===== src/include/tcdp_params.svh =====
// constants for the telephone codec digital ports: offsets, fields, resets, timing
// assumes the user includes it by bare name; counts derive from the 4 ns system clock
`ifndef TCDP_PARAMS_SVH
`define TCDP_PARAMS_SVH

`define TCDP_MCLK_NS 4
`define TCDP_FSYNC_NS 125000
`define TCDP_FSYNC_CYC (`TCDP_FSYNC_NS / `TCDP_MCLK_NS)
`define TCDP_FSYNC_TOL_NS 1000
`define TCDP_FSYNC_TOL_CYC (`TCDP_FSYNC_TOL_NS / `TCDP_MCLK_NS)
`define TCDP_BCLK_STALL_NS 10000
`define TCDP_BCLK_STALL_CYC ((`TCDP_BCLK_STALL_NS + `TCDP_MCLK_NS - 1) / `TCDP_MCLK_NS)

`define TCDP_ADDR_ACC 4'h7
`define TCDP_ADDR_PAR 4'h8
`define TCDP_ADDR_TONE 4'hE
`define TCDP_ADDR_PCM 4'hF
`define TCDP_RST_ACC 5'h00
`define TCDP_RST_PAR 5'h00
`define TCDP_RST_TONE 5'h07
`define TCDP_RST_PCM 2'h0
`define TCDP_ACC_SW_BIT 0
`define TCDP_TONE_DIV_LSB 3
`define TCDP_WORD_BITS 9
`define TCDP_ADDR_LSB 5
`define TCDP_BITS_COMP 5'h08
`define TCDP_BITS_LIN 5'h10

`define TCDP_H_CTRL 4'h0
`define TCDP_H_CMD 4'h1
`define TCDP_H_STAT 4'h2
`define TCDP_H_TX 4'h3
`define TCDP_H_RX 4'h4
`define TCDP_H_CTRL_RST 16'h0040
`define TCDP_HC_LINK_EN 0
`define TCDP_HC_LINEAR 1
`define TCDP_HC_PS_LSB 2
`define TCDP_HC_GATE 5
`define TCDP_HC_LRST_N 6
`define TCDP_HS_BUSY 0
`define TCDP_HS_RX_NEW 1

`define TCDP_H_BCLK_NS 488
`define TCDP_H_BCLK_HALF_CYC (`TCDP_H_BCLK_NS / (2 * `TCDP_MCLK_NS))
`define TCDP_FRAME_BITS 256
`define TCDP_H_SCLK_NS 128
`define TCDP_H_SCLK_HALF_CYC (`TCDP_H_SCLK_NS / (2 * `TCDP_MCLK_NS))
`define TCDP_H_STB_NS 64
`define TCDP_H_STB_CYC ((`TCDP_H_STB_NS + `TCDP_MCLK_NS - 1) / `TCDP_MCLK_NS)
`define TCDP_H_TREF_NS 64
`define TCDP_H_TREF_HALF_CYC (`TCDP_H_TREF_NS / (2 * `TCDP_MCLK_NS))

`endif


===== src/include/tcdp_pkg.sv =====
// types shared by both ends of the telephone codec digital ports
// assumes nothing beyond a SystemVerilog compiler
package tcdp_pkg;
	typedef enum logic [1:0] {
		TCDP_PCM_MULAW = 2'h0,
		TCDP_PCM_LINEAR = 2'h1,
		TCDP_PCM_ALAW = 2'h2,
		TCDP_PCM_RSVD = 2'h3
	} tcdp_pcm_mode_t;
	typedef enum logic [1:0] {
		TCDP_PWR_OFF = 2'h0,
		TCDP_PWR_VREF = 2'h1,
		TCDP_PWR_TONE = 2'h2,
		TCDP_PWR_ALL = 2'h3
	} tcdp_pwr_t;
	typedef enum logic [1:0] {
		TCDP_HS_IDLE = 2'h0,
		TCDP_HS_LO = 2'h1,
		TCDP_HS_HI = 2'h2,
		TCDP_HS_STROBE = 2'h3
	} tcdp_hstate_t;
endpackage : tcdp_pkg


===== src/include/tcdp_if.sv =====
// pin bundle between the codec device end and its host controller
// assumes every pin is driven by exactly one end; no tristate pins
`timescale 1ns/1ps
`default_nettype none
interface tcdp_if;
	logic pcm_bclk;
	logic pcm_fsync;
	logic pcm_rx_data;
	logic pcm_tx_data;
	logic ctrl_serial_data;
	logic ctrl_shift_clock;
	logic latch_strobe;
	logic latch_reset_n;
	logic power_select_0;
	logic power_select_1;
	logic power_select_2;
	logic tone_ref_clock;
	logic tone_gate;
	modport dev (
		input pcm_bclk, pcm_fsync, pcm_rx_data, ctrl_serial_data, ctrl_shift_clock,
		input latch_strobe, latch_reset_n, power_select_0, power_select_1, power_select_2,
		input tone_ref_clock, tone_gate,
		output pcm_tx_data
	);
	modport host (
		output pcm_bclk, pcm_fsync, pcm_rx_data, ctrl_serial_data, ctrl_shift_clock,
		output latch_strobe, latch_reset_n, power_select_0, power_select_1, power_select_2,
		output tone_ref_clock, tone_gate,
		input pcm_tx_data
	);
endinterface : tcdp_if
`default_nettype wire


===== src/rtl/tcdp_device.sv =====
// codec device end: pcm port, serial control latches, power select, tone clock
// assumes all link pins are asynchronous to mclk_i and slow against 4 ns
// Functional notes
// - frame sync must be 8 kHz, else codec off
// - host bit clock within allowed rate range
// - stalled bit clock powers codec down
// - receive bit sampled on bit clock fall
// - transmit bit launched on bit clock rise
// - transmit pin high while codec is down
// - power select pins decode to four modes
// - control bit captured on shift clock rise
// - low strobe commits word to addressed register
// - low latch reset initialises control latches
// - parallel latch pins follow register 8 bits 3:0
// - tone clock divided by one, two, four
// - tone output only while tone gate high
// - accessory switch follows register 7 bit 0
// - word is 4-bit address, 5 data
// - latches kept through power-down selections
// - pcm field picks mu-law, A-law, linear
// - switch closed on 1, open on 0
`timescale 1ns/1ps
`default_nettype none
`include "tcdp_params.svh"
module tcdp_device #(
	parameter int FSYNC_PERIOD_CYC = `TCDP_FSYNC_CYC,
	parameter int FSYNC_TOL_CYC = `TCDP_FSYNC_TOL_CYC,
	parameter int STALL_CYC = `TCDP_BCLK_STALL_CYC
) (
	input wire logic mclk_i,
	input wire logic srst_i,
	tcdp_if.dev link,
	input wire logic [15:0] tx_sample_i,
	output logic tx_load_o,
	output logic [15:0] rx_sample_o,
	output logic rx_valid_o,
	output logic codec_active_o,
	output var tcdp_pkg::tcdp_pwr_t pwr_mode_o,
	output var tcdp_pkg::tcdp_pcm_mode_t pcm_mode_o,
	output logic [3:0] ext_latch_out_o,
	output logic accessory_analog_switch_o,
	output logic tone_tick_o,
	output logic tone_out_o
);
	localparam int NS = 12;
	localparam int I_BCLK = 0;
	localparam int I_FS = 1;
	localparam int I_RXD = 2;
	localparam int I_SCLK = 3;
	localparam int I_SDAT = 4;
	localparam int I_STB = 5;
	localparam int I_RSTN = 6;
	localparam int I_TREF = 7;
	localparam int I_TGATE = 8;
	localparam int I_PS = 9;

	generate
		if (FSYNC_TOL_CYC < 1 || FSYNC_TOL_CYC >= FSYNC_PERIOD_CYC ||
			FSYNC_PERIOD_CYC + FSYNC_TOL_CYC >= (1 << 18) || STALL_CYC < 1 || STALL_CYC >= 4096) begin : g_bad
			$error("tcdp_device: timing parameters out of range");
		end
	endgenerate

	localparam logic [17:0] FS_LO = 18'(FSYNC_PERIOD_CYC - FSYNC_TOL_CYC);
	localparam logic [17:0] FS_HI = 18'(FSYNC_PERIOD_CYC + FSYNC_TOL_CYC);
	localparam logic [11:0] STALL_W = 12'(STALL_CYC);

	logic [NS-1:0] pins;
	logic [NS-1:0] meta_reg;
	logic [NS-1:0] sync_reg;
	logic [NS-1:0] prev_reg;

	assign pins = {link.power_select_2, link.power_select_1, link.power_select_0,
		link.tone_gate, link.tone_ref_clock, link.latch_reset_n, link.latch_strobe,
		link.ctrl_serial_data, link.ctrl_shift_clock, link.pcm_rx_data, link.pcm_fsync,
		link.pcm_bclk};

	// edges are found on the second stage against a third, never on the first
	always_ff @(posedge mclk_i) begin
		if (srst_i) begin
			meta_reg <= 12'h060;
			sync_reg <= 12'h060;
			prev_reg <= 12'h060;
		end else begin
			meta_reg <= pins;
			sync_reg <= meta_reg;
			prev_reg <= sync_reg;
		end
	end

	logic bclk_rise;
	logic bclk_fall;
	logic sclk_rise;
	logic tref_rise;
	logic fs_rise;
	logic [2:0] ps;
	assign bclk_rise = sync_reg[I_BCLK] & ~prev_reg[I_BCLK];
	assign bclk_fall = ~sync_reg[I_BCLK] & prev_reg[I_BCLK];
	assign sclk_rise = sync_reg[I_SCLK] & ~prev_reg[I_SCLK];
	assign tref_rise = sync_reg[I_TREF] & ~prev_reg[I_TREF];
	assign fs_rise = sync_reg[I_FS] & ~prev_reg[I_FS];
	assign ps = sync_reg[I_PS+2:I_PS];

	// control latches
	logic [8:0] shift_reg;
	logic [8:0] shift_next;
	logic [4:0] acc_reg;
	logic [4:0] acc_next;
	logic [4:0] par_reg;
	logic [4:0] par_next;
	logic [4:0] tone_reg;
	logic [4:0] tone_next;
	logic [1:0] pcm_reg;
	logic [1:0] pcm_next;

	always_comb begin
		shift_next = shift_reg;
		acc_next = acc_reg;
		par_next = par_reg;
		tone_next = tone_reg;
		pcm_next = pcm_reg;
		if (sclk_rise) begin
			shift_next = {shift_reg[7:0], sync_reg[I_SDAT]};
		end
		if (!sync_reg[I_RSTN]) begin
			acc_next = `TCDP_RST_ACC;
			par_next = `TCDP_RST_PAR;
			tone_next = `TCDP_RST_TONE;
			pcm_next = `TCDP_RST_PCM;
		end else if (!sync_reg[I_STB]) begin
			// the last nine bits shifted are the word; older bits fell off the top
			case (shift_reg[8:`TCDP_ADDR_LSB])
				`TCDP_ADDR_ACC: acc_next = shift_reg[4:0];
				`TCDP_ADDR_PAR: par_next = shift_reg[4:0];
				`TCDP_ADDR_TONE: tone_next = shift_reg[4:0];
				`TCDP_ADDR_PCM: pcm_next = shift_reg[1:0];
				default: acc_next = acc_reg;
			endcase
		end
	end

	// power selection never touches the latches, only the strobe, the latch reset and srst_i do
	always_ff @(posedge mclk_i) begin
		if (srst_i) begin
			shift_reg <= 9'h000;
			acc_reg <= `TCDP_RST_ACC;
			par_reg <= `TCDP_RST_PAR;
			tone_reg <= `TCDP_RST_TONE;
			pcm_reg <= `TCDP_RST_PCM;
		end else begin
			shift_reg <= shift_next;
			acc_reg <= acc_next;
			par_reg <= par_next;
			tone_reg <= tone_next;
			pcm_reg <= pcm_next;
		end
	end

	assign ext_latch_out_o = par_reg[3:0];
	assign accessory_analog_switch_o = acc_reg[`TCDP_ACC_SW_BIT];
	assign pcm_mode_o = tcdp_pkg::tcdp_pcm_mode_t'(pcm_reg);

	// power mode and link health
	tcdp_pkg::tcdp_pwr_t pwr_reg;
	tcdp_pkg::tcdp_pwr_t pwr_next;
	logic [11:0] stall_reg;
	logic [11:0] stall_next;
	logic [17:0] fscnt_reg;
	logic [17:0] fscnt_next;
	logic fsok_reg;
	logic fsok_next;
	logic codec_on;

	always_comb begin
		if (ps[0]) begin
			pwr_next = tcdp_pkg::TCDP_PWR_ALL;
		end else if (ps[1]) begin
			pwr_next = tcdp_pkg::TCDP_PWR_TONE;
		end else if (ps[2]) begin
			pwr_next = tcdp_pkg::TCDP_PWR_VREF;
		end else begin
			pwr_next = tcdp_pkg::TCDP_PWR_OFF;
		end
		stall_next = stall_reg;
		if (bclk_rise || bclk_fall) begin
			stall_next = 12'h000;
		end else if (stall_reg < STALL_W) begin
			stall_next = stall_reg + 12'h001;
		end
		fsok_next = fsok_reg;
		fscnt_next = fscnt_reg;
		if (fs_rise) begin
			fsok_next = (fscnt_reg >= FS_LO) && (fscnt_reg <= FS_HI);
			fscnt_next = 18'h00000;
		end else if (fscnt_reg > FS_HI) begin
			fsok_next = 1'b0;
		end else begin
			fscnt_next = fscnt_reg + 18'h00001;
		end
	end

	always_ff @(posedge mclk_i) begin
		if (srst_i) begin
			pwr_reg <= tcdp_pkg::TCDP_PWR_OFF;
			stall_reg <= 12'h000;
			fscnt_reg <= 18'h00000;
			fsok_reg <= 1'b0;
		end else begin
			pwr_reg <= pwr_next;
			stall_reg <= stall_next;
			fscnt_reg <= fscnt_next;
			fsok_reg <= fsok_next;
		end
	end

	assign pwr_mode_o = pwr_reg;
	assign codec_on = (pwr_reg == tcdp_pkg::TCDP_PWR_ALL) && fsok_reg && (stall_reg < STALL_W);
	assign codec_active_o = codec_on;

	// pcm serial port
	logic fsprev_reg;
	logic fsprev_next;
	logic [15:0] txsh_reg;
	logic [15:0] txsh_next;
	logic [4:0] txleft_reg;
	logic [4:0] txleft_next;
	logic txd_reg;
	logic txd_next;
	logic txload_reg;
	logic txload_next;
	logic rxact_reg;
	logic rxact_next;
	logic [4:0] rxcnt_reg;
	logic [4:0] rxcnt_next;
	logic [15:0] rxsh_reg;
	logic [15:0] rxsh_next;
	logic [15:0] rxword_reg;
	logic [15:0] rxword_next;
	logic rxval_reg;
	logic rxval_next;
	logic [4:0] nbits;
	logic [15:0] txword;

	assign nbits = (pcm_reg == 2'(tcdp_pkg::TCDP_PCM_LINEAR)) ? `TCDP_BITS_LIN : `TCDP_BITS_COMP;
	// companded samples travel in the low byte of the user word
	assign txword = (nbits == `TCDP_BITS_LIN) ? tx_sample_i : {tx_sample_i[7:0], 8'h00};

	always_comb begin
		fsprev_next = fsprev_reg;
		txsh_next = txsh_reg;
		txleft_next = txleft_reg;
		txd_next = txd_reg;
		txload_next = 1'b0;
		rxact_next = rxact_reg;
		rxcnt_next = rxcnt_reg;
		rxsh_next = rxsh_reg;
		rxword_next = rxword_reg;
		rxval_next = 1'b0;
		if (!codec_on) begin
			txd_next = 1'b1;
			txleft_next = 5'h00;
			rxact_next = 1'b0;
			fsprev_next = 1'b1;
		end else begin
			if (bclk_rise) begin
				fsprev_next = sync_reg[I_FS];
				if (sync_reg[I_FS] && !fsprev_reg) begin
					txd_next = txword[15];
					txsh_next = {txword[14:0], 1'b0};
					txleft_next = nbits - 5'h01;
					txload_next = 1'b1;
					rxact_next = 1'b1;
					rxcnt_next = 5'h00;
					rxsh_next = 16'h0000;
				end else if (txleft_reg != 5'h00) begin
					txd_next = txsh_reg[15];
					txsh_next = {txsh_reg[14:0], 1'b0};
					txleft_next = txleft_reg - 5'h01;
				end else begin
					txd_next = 1'b1;
				end
			end
			if (bclk_fall && rxact_reg) begin
				rxsh_next = {rxsh_reg[14:0], sync_reg[I_RXD]};
				rxcnt_next = rxcnt_reg + 5'h01;
				if (rxcnt_reg == nbits - 5'h01) begin
					rxact_next = 1'b0;
					rxval_next = 1'b1;
					rxword_next = {rxsh_reg[14:0], sync_reg[I_RXD]};
				end
			end
		end
	end

	always_ff @(posedge mclk_i) begin
		if (srst_i) begin
			fsprev_reg <= 1'b1;
			txsh_reg <= 16'h0000;
			txleft_reg <= 5'h00;
			txd_reg <= 1'b1;
			txload_reg <= 1'b0;
			rxact_reg <= 1'b0;
			rxcnt_reg <= 5'h00;
			rxsh_reg <= 16'h0000;
			rxword_reg <= 16'h0000;
			rxval_reg <= 1'b0;
		end else begin
			fsprev_reg <= fsprev_next;
			txsh_reg <= txsh_next;
			txleft_reg <= txleft_next;
			txd_reg <= txd_next;
			txload_reg <= txload_next;
			rxact_reg <= rxact_next;
			rxcnt_reg <= rxcnt_next;
			rxsh_reg <= rxsh_next;
			rxword_reg <= rxword_next;
			rxval_reg <= rxval_next;
		end
	end

	assign link.pcm_tx_data = txd_reg;
	assign tx_load_o = txload_reg;
	assign rx_sample_o = rxword_reg;
	assign rx_valid_o = rxval_reg;

	// tone clock divider, counted in tone reference rising edges
	logic [1:0] tdiv_reg;
	logic [1:0] tdiv_next;
	logic tick_reg;
	logic tick_next;
	logic tout_reg;
	logic tout_next;
	logic [1:0] tdiv_max;
	logic tone_pwr;

	assign tone_pwr = (pwr_reg == tcdp_pkg::TCDP_PWR_TONE) || (pwr_reg == tcdp_pkg::TCDP_PWR_ALL);

	always_comb begin
		case (tone_reg[`TCDP_TONE_DIV_LSB+1:`TCDP_TONE_DIV_LSB])
			2'h0: tdiv_max = 2'h0;
			2'h1: tdiv_max = 2'h1;
			default: tdiv_max = 2'h3;
		endcase
		tdiv_next = tdiv_reg;
		tick_next = 1'b0;
		if (tref_rise && tone_pwr) begin
			if (tdiv_reg >= tdiv_max) begin
				tdiv_next = 2'h0;
				tick_next = 1'b1;
			end else begin
				tdiv_next = tdiv_reg + 2'h1;
			end
		end
		tout_next = tone_pwr && sync_reg[I_TGATE];
	end

	always_ff @(posedge mclk_i) begin
		if (srst_i) begin
			tdiv_reg <= 2'h0;
			tick_reg <= 1'b0;
			tout_reg <= 1'b0;
		end else begin
			tdiv_reg <= tdiv_next;
			tick_reg <= tick_next;
			tout_reg <= tout_next;
		end
	end

	assign tone_tick_o = tick_reg;
	assign tone_out_o = tout_reg;
endmodule : tcdp_device
`default_nettype wire


===== src/flat_wrapper.sv =====
// flat-port wrapper written by rule: the top's interface ports become plain ports
module tcdp_device_flat 
#(
	parameter int FSYNC_PERIOD_CYC = `TCDP_FSYNC_CYC,
	parameter int FSYNC_TOL_CYC = `TCDP_FSYNC_TOL_CYC,
	parameter int STALL_CYC = `TCDP_BCLK_STALL_CYC
)
  (mclk_i, srst_i, tx_sample_i, tx_load_o, rx_sample_o, rx_valid_o, codec_active_o, pwr_mode_o, pcm_mode_o, ext_latch_out_o, accessory_analog_switch_o, tone_tick_o, tone_out_o, link_pcm_bclk, link_pcm_fsync, link_pcm_rx_data, link_ctrl_serial_data, link_ctrl_shift_clock, link_latch_strobe, link_latch_reset_n, link_power_select_0, link_power_select_1, link_power_select_2, link_tone_ref_clock, link_tone_gate, link_pcm_tx_data);
  tcdp_if link_i ();
  input wire logic mclk_i;
  input wire logic srst_i;
  input wire logic [15:0] tx_sample_i;
  output logic tx_load_o;
  output logic [15:0] rx_sample_o;
  output logic rx_valid_o;
  output logic codec_active_o;
  output var tcdp_pkg::tcdp_pwr_t pwr_mode_o;
  output var tcdp_pkg::tcdp_pcm_mode_t pcm_mode_o;
  output logic [3:0] ext_latch_out_o;
  output logic accessory_analog_switch_o;
  output logic tone_tick_o;
  output logic tone_out_o;
  input wire logic [$bits(link_i.pcm_bclk)-1:0] link_pcm_bclk;
  input wire logic [$bits(link_i.pcm_fsync)-1:0] link_pcm_fsync;
  input wire logic [$bits(link_i.pcm_rx_data)-1:0] link_pcm_rx_data;
  input wire logic [$bits(link_i.ctrl_serial_data)-1:0] link_ctrl_serial_data;
  input wire logic [$bits(link_i.ctrl_shift_clock)-1:0] link_ctrl_shift_clock;
  input wire logic [$bits(link_i.latch_strobe)-1:0] link_latch_strobe;
  input wire logic [$bits(link_i.latch_reset_n)-1:0] link_latch_reset_n;
  input wire logic [$bits(link_i.power_select_0)-1:0] link_power_select_0;
  input wire logic [$bits(link_i.power_select_1)-1:0] link_power_select_1;
  input wire logic [$bits(link_i.power_select_2)-1:0] link_power_select_2;
  input wire logic [$bits(link_i.tone_ref_clock)-1:0] link_tone_ref_clock;
  input wire logic [$bits(link_i.tone_gate)-1:0] link_tone_gate;
  output wire logic [$bits(link_i.pcm_tx_data)-1:0] link_pcm_tx_data;
  assign link_i.pcm_bclk = link_pcm_bclk;
  assign link_i.pcm_fsync = link_pcm_fsync;
  assign link_i.pcm_rx_data = link_pcm_rx_data;
  assign link_i.ctrl_serial_data = link_ctrl_serial_data;
  assign link_i.ctrl_shift_clock = link_ctrl_shift_clock;
  assign link_i.latch_strobe = link_latch_strobe;
  assign link_i.latch_reset_n = link_latch_reset_n;
  assign link_i.power_select_0 = link_power_select_0;
  assign link_i.power_select_1 = link_power_select_1;
  assign link_i.power_select_2 = link_power_select_2;
  assign link_i.tone_ref_clock = link_tone_ref_clock;
  assign link_i.tone_gate = link_tone_gate;
  assign link_pcm_tx_data = link_i.pcm_tx_data;
  tcdp_device #(.FSYNC_PERIOD_CYC(FSYNC_PERIOD_CYC), .FSYNC_TOL_CYC(FSYNC_TOL_CYC), .STALL_CYC(STALL_CYC)) u_core (.mclk_i(mclk_i), .srst_i(srst_i), .link(link_i), .tx_sample_i(tx_sample_i), .tx_load_o(tx_load_o), .rx_sample_o(rx_sample_o), .rx_valid_o(rx_valid_o), .codec_active_o(codec_active_o), .pwr_mode_o(pwr_mode_o), .pcm_mode_o(pcm_mode_o), .ext_latch_out_o(ext_latch_out_o), .accessory_analog_switch_o(accessory_analog_switch_o), .tone_tick_o(tone_tick_o), .tone_out_o(tone_out_o));
endmodule

===== config.mk =====
export PLATFORM = sky130hd
export DESIGN_NAME = tcdp_device_flat
export DESIGN_NICKNAME = d
export VERILOG_FILES = /design/src/include/tcdp_pkg.sv /design/src/include/tcdp_if.sv /design/src/rtl/tcdp_device.sv /design/src/flat_wrapper.sv
export VERILOG_INCLUDE_DIRS = /design/src /design/src/include
export SDC_FILE = /design/constraint.sdc
export NUM_CORES = 1
export LEC_CHECK = 0
export BUFFER_PORTS_ARGS = -buffer_cell sky130_fd_sc_hd__clkbuf_2
export CAP_MARGIN = 20
export CORE_ASPECT_RATIO = 0.9
export CORE_MARGIN = 1
export CORE_UTILIZATION = 60
export DETAILED_ROUTE_END_ITERATION = 10
export PLACE_DENSITY = 0.85
export REMOVE_ABC_BUFFERS = 1
export SETUP_SLACK_MARGIN = 0.3
export SYNTH_ARGS = -nofsm -noshare
export SYNTH_HDL_FRONTEND = slang
export SYNTH_SLANG_ARGS = --single-unit
export TNS_END_PERCENT = 1

===== constraint.sdc =====
create_clock -name mclk_i -period 3.5 [get_ports mclk_i]
set_input_delay 0.175 -clock mclk_i [delete_from_list [all_inputs] [get_ports mclk_i]]
set_output_delay 0.175 -clock mclk_i [all_outputs]
set_load 0.05 [all_outputs]

# After elaboration in Yosys (flattened, before gate mapping)
# Index checks and enable logic that the tools add are counted.
[classes]
bitwise_logic = 16
n_eq_ne = 10
n_mux = 28
magnitude_cmp = 5
reduce_logical = 31
addsub = 6
[ops]
columns = ["cell", "count"]
rows = [
  ["$mux W16", 3],
  ["$mux W15", 3],
  ["$mux W5", 6],
  ["$add A18 B1 Y18 const B", 1],
  ["$ge A18 B15 Y1 const B", 1],
  ["$gt A18 B15 Y1 const B", 1],
  ["$le A18 B15 Y1 const B", 1],
  ["$add A12 B1 Y12 const B", 1],
  ["$eq A4 B4 Y1 const B", 3],
  ["$lt A12 B12 Y1 const B", 1],
  ["$mux W1", 12],
  ["$not A1 Y1", 11],
  ["$reduce_and A2 Y1", 5],
  ["$reduce_or A2 Y1", 5],
  ["$sub A5 B1 Y5 const B", 2],
  ["$reduce_and A3 Y1", 3],
  ["$reduce_bool A2 Y1", 4],
  ["$logic_and A1 B1 Y1", 7],
  ["$mux W2", 3],
  ["$reduce_or A3 Y1", 2],
  ["$add A5 B1 Y5 const B", 1],
  ["$and A1 B1 Y1", 5],
  ["$eq A5 B5 Y1", 1],
  ["$eq A5 B5 Y1 const B", 1],
  ["other kinds (10)", 13],
]
[totals]
in_bits = 30
regBits = 152
output_inout_bits = 31
wordCells = 121

# Longest topological paths before layout
[depth]
ltp_word = 6
depth_mapped = 8
depth_no_buf = 7

# Worst setup path before layout
# Ideal clock, no wire load.
[synth_timing]
path_kind = "reg2reg"
start = "reg u_core.pcm_reg[0], in the netlist u_core.pcm_mode_o[0]"
end = "reg u_core.rxword_reg[10], in the netlist u_core.rx_sample_o[10]"
setup_ns = 0.072
t_arrival_ns = 2.128
slack_ns = 1.301
stages_incl_launch_ff = 8
period_less_slack_ns = 2.199
cell_sequence = "dfxtp_1 > nor2b_4 > buf_6 > xor2_1 > or4_4 > nor2_8 > buf_12 > mux2i_1"
[synth_between]
elab_chain_cells = 5
[synth_rtl]
columns = ["element", "line_no", "rtl"]
rows = [
  ["from (decl)", "tcdp_device.sv:113", "logic [1:0] pcm_reg;"],
  ["from (signal assigned)", "tcdp_device.sv:149", "pcm_reg <= `TCDP_RST_PCM;"],
  ["from (signal assigned)", "tcdp_device.sv:155", "pcm_reg <= pcm_next;"],
  ["$eq A2 B1 Y1", "tcdp_device.sv:244", "assign nbits = (pcm_reg == 2'(tcdp_pkg::TCDP_PCM_LINEAR)) ? `TCDP_BITS_LIN : `TCDP_BITS_COMP;"],
  ["$mux W5 (no line)", "-", ""],
  ["$sub A5 B1 Y5", "tcdp_device.sv:286", "if (rxcnt_reg == nbits - 5'h01) begin"],
  ["$eq A5 B5 Y1", "tcdp_device.sv:286", ""],
  ["$reduce_and A3 Y1 (no line)", "-", ""],
  ["to (signal assigned)", "tcdp_device.sv:316", "rxword_reg <= rxword_next;"],
  ["to (decl)", "tcdp_device.sv:237", "logic [15:0] rxword_reg;"],
]
# Every way passes these cells.
# A chain may end at the register's enable or synchronous reset.

# Worst setup path in the final report
[layout_timing]
start = "reg u_core.sync_reg[1]"
end = "reg u_core.rxsh_reg[8]"
[layout_between]
elab_chain_cells = 3
[layout_rtl]
columns = ["element", "line_no", "rtl"]
rows = [
  ["from (decl)", "tcdp_device.sv:70", "logic [NS-1:0] sync_reg;"],
  ["from (signal assigned)", "tcdp_device.sv:86", "sync_reg <= meta_reg;"],
  ["$logic_and A1 B1 Y1", "tcdp_device.sv:267", "if (sync_reg[I_FS] && !fsprev_reg) begin"],
  ["$reduce_bool A2 Y1 (no line)", "-", ""],
  ["$reduce_and A3 Y1 (no line)", "-", ""],
  ["to (signal assigned)", "tcdp_device.sv:315", "rxsh_reg <= rxsh_next;"],
  ["to (decl)", "tcdp_device.sv:235", "logic [15:0] rxsh_reg;"],
]
# Every way passes these cells.

==> reports/results.txt <==
Crit Path Category - flip-flop to flip-flop
Initial Util - 0.6192
WHS Endpoint - u_core.txsh_reg[6]$_SDFFE_PP0P_
Via-to-Cell Ratio - 5.652
via count - 4,804
Final Cycle Share - 0.6781
R2R setup slack - 1130 ps
Core Rows - 34
post-synth top area cell - dfxtp_1
Core Box Area - 0.009699 mm2
Ys Warns - 0
largest cells by area after synthesis - dfxtp_1, mux2i_1, nor2_1
Synth Flop Type - dfxtp_1
Max-cap violations - 0
Area growth syn-to-layout - 17.58%
Worst R2R Path Depth - 5
RSZ-0062 raised after global routing - no
setup TNS - 0 ps
number of synthesized flops with an enable pin - 0
power per cell area - 509.6 mW/mm2
Startpoint Class - flip-flop
Die W - 107.5 um
Final setup viols - 0
status - finished, final reports clean
first-pass GRT wire length - 21,600 um
Syn Area/Cell - 9.254 um2
Reg clk slew, reported paths - 60 ps
share of the synthesized area in the top cell type - 0.4800
async set-reset flop share out of synthesis - 0
hpwl dp - 8026 um
final worst hold slack - 31.96 ps
worst hold stages - 3
hold buffers post-CTS - 13
Placer Congestion - 0.8570
Root Buffer - clkbuf_8
Clk network pwr share - 0.504
RR Endpoint - u_core.rxsh_reg[8]$_SDFFE_PP0P_
drt pass-1 iters - 5
final hold vios - 0
Cell variety after synth - 61
CTS H-tree depth - 4
pin count of the biggest net entering global routing - 78
die area - 0.01041 mm2
WP data arrival - 2770 ps
Final #Nets - 751
final setup margin - 1127 ps
worst rel slew slack - 0.4856
Setup Buffers After CTS - 0
Worst VDD drop - 423.4 uV
CTS buffer count - 17
CTS max path bufs - 2
Die Ht - 96.92 um
Slew Limit Fails - 0
cell internal pwr - 2.832 mW
worst reg2reg path startpoint - u_core.sync_reg[1]$_SDFF_PP0_
Worst setup EP type - flip-flop
Ports - 61
skew final - 11.90 ps
Post-Route WL - 12,850 um
Non-Filler Instances - 850
Net Switching - 0.7660 mW
max reg flops - 18
initial antenna violation count - 0
wire length per cell - 15.12 um
# resized after CTS - 0
TritonCTS clock tree - built
fill count - 678
Flop pwr share - 0.465
clock latency at the later pin of the worst-skew pair - 530 ps
fraction of layout cells with a size suffix above 1 - 0.1754
switching share of total power - 0.2129
vias in the first global route - 4,757
pre-CTS setup slack - 1317 ps
Max Freq - 0.4214 GHz
Inst Count DP - 805
Slew @ Worst Pin - 771.7 ps
CP Data Required Time - 3900 ps
Port Buffers - 60
most common cell in the netlist - dfxtp_1
Post-Syn Area - 0.006006 mm2
Lkg Pwr - 2.624 nW
hold path start - tx_sample_i[5]
DRC errors left - 0
n_diodes - 0
DRT iter0 DRCs - 357
Seq cells post-synth - 144
top post-synthesis cells by count - dfxtp_1, nor2_1, nand2_1, mux2i_1, a21oi_1
Seq/Total Area, Yosys - 0.4800
Gate Count Post-Synth - 649
Total Routing Usage GR - 0.2629
clock sinks - 144
Hold Path Class - input pin to flip-flop
min Tclk post-route - 2373 ps
CP Max Fanout - 20
combinational power share - 0.030
grt ovf - 0
post-route antenna net violation count - 0
[cells in the final DEF (no fill, tap or decap), drive strengths merged, types with 23 or more instances in the layout]
master | netlist | routed
dfxtp | 144 | 144
clkbuf | 21 | 78
nor2 | 77 | 77
nand2 | 50 | 50
mux2i | 38 | 38
a21oi | 31 | 31
nor2b | 29 | 29
nand2b | 26 | 26
a22oi | 23 | 23
o21ai | 23 | 23
[critical path: stages, from the launching register on]
cell and delay (ps):
dfxtp_1 390, nor2b_1 520, nand2_1 260, a221o_1 650, a22oi_1 340, nor2_1 90
[stage by stage]
step | total power [mW] | cell area (um2) | util
after floorplan | 1.755 | 5836 | -
final | 3.598 | 7062 | 0.7281
after CTS | 3.611 | 7062 | 0.7281
after global placement | 1.800 | 6331 | 0.6527
after global routing | 3.715 | 7062 | 0.7281
after detailed placement | 1.806 | 6331 | 0.6527
[power groups by stage]
| stage | clock [mW] | combinational (mW) | sequential (mW) |
|---|---|---|---|
| floorplan | 0 | 0.0448 | 1.71 |
| global placement | 0 | 0.0921 | 1.71 |
| detailed placement | 0 | 0.0961 | 1.71 |
| CTS | 1.83 | 0.109 | 1.67 |
| global route | 1.92 | 0.122 | 1.68 |
| finish | 1.81 | 0.110 | 1.67 |
[cell families after synthesis]
group / synth area share
muxes: 0.06521
AOI/OAI and AO/OA: 0.1335
DFF: 0.4800
adders and majority gates: 0.02083
buffers and inverters: 0.03833
and+or+nand+nor: 0.2329
xor gates and xnor gates: 0.02917
[area by class of cell]
class                   instances  area [um2]  share of cell area
well taps                     126       157.7             0.02232
multi-input cells             455        2898              0.4103
inverters                      16       60.06            0.008505
flip-flops and latches        144        2883              0.4082
clock inverters                13       158.9             0.02250
repair buffers                 77       462.9             0.06556
clock buffers                  19       441.7             0.06254
[per-layer routing]
layer | global-route usage | part of all wire
met5 | 0 | 0
met3 | 0.08423 | 0.049
met2 | 0.4352 | 0.49
met4 | 0.1254 | 0.026
met1 | 0.3060 | 0.44
[worst max path at each step]
stage               cells after the start                             from  slack (ps)                                to
CTS                                     5    u_core.sync_reg[1]$_SDFF_PP0_        1180  u_core.rxsh_reg[10]$_SDFFE_PP0P_
global placement                        5    u_core.sync_reg[1]$_SDFF_PP0_        1450   u_core.rxsh_reg[5]$_SDFFE_PP0P_
global route                            5    u_core.sync_reg[1]$_SDFF_PP0_         990   u_core.rxsh_reg[8]$_SDFFE_PP0P_
finish                                  5    u_core.sync_reg[1]$_SDFF_PP0_        1130   u_core.rxsh_reg[8]$_SDFFE_PP0P_
floorplan                               4  u_core.pwr_mode_o[1]$_SDFF_PP0_         870  u_core.rxcnt_reg[3]$_SDFFE_PP0P_
detailed placement                      5    u_core.sync_reg[1]$_SDFF_PP0_        1320   u_core.rxsh_reg[0]$_SDFFE_PP0P_
Power figures use the tool's default switching activity.
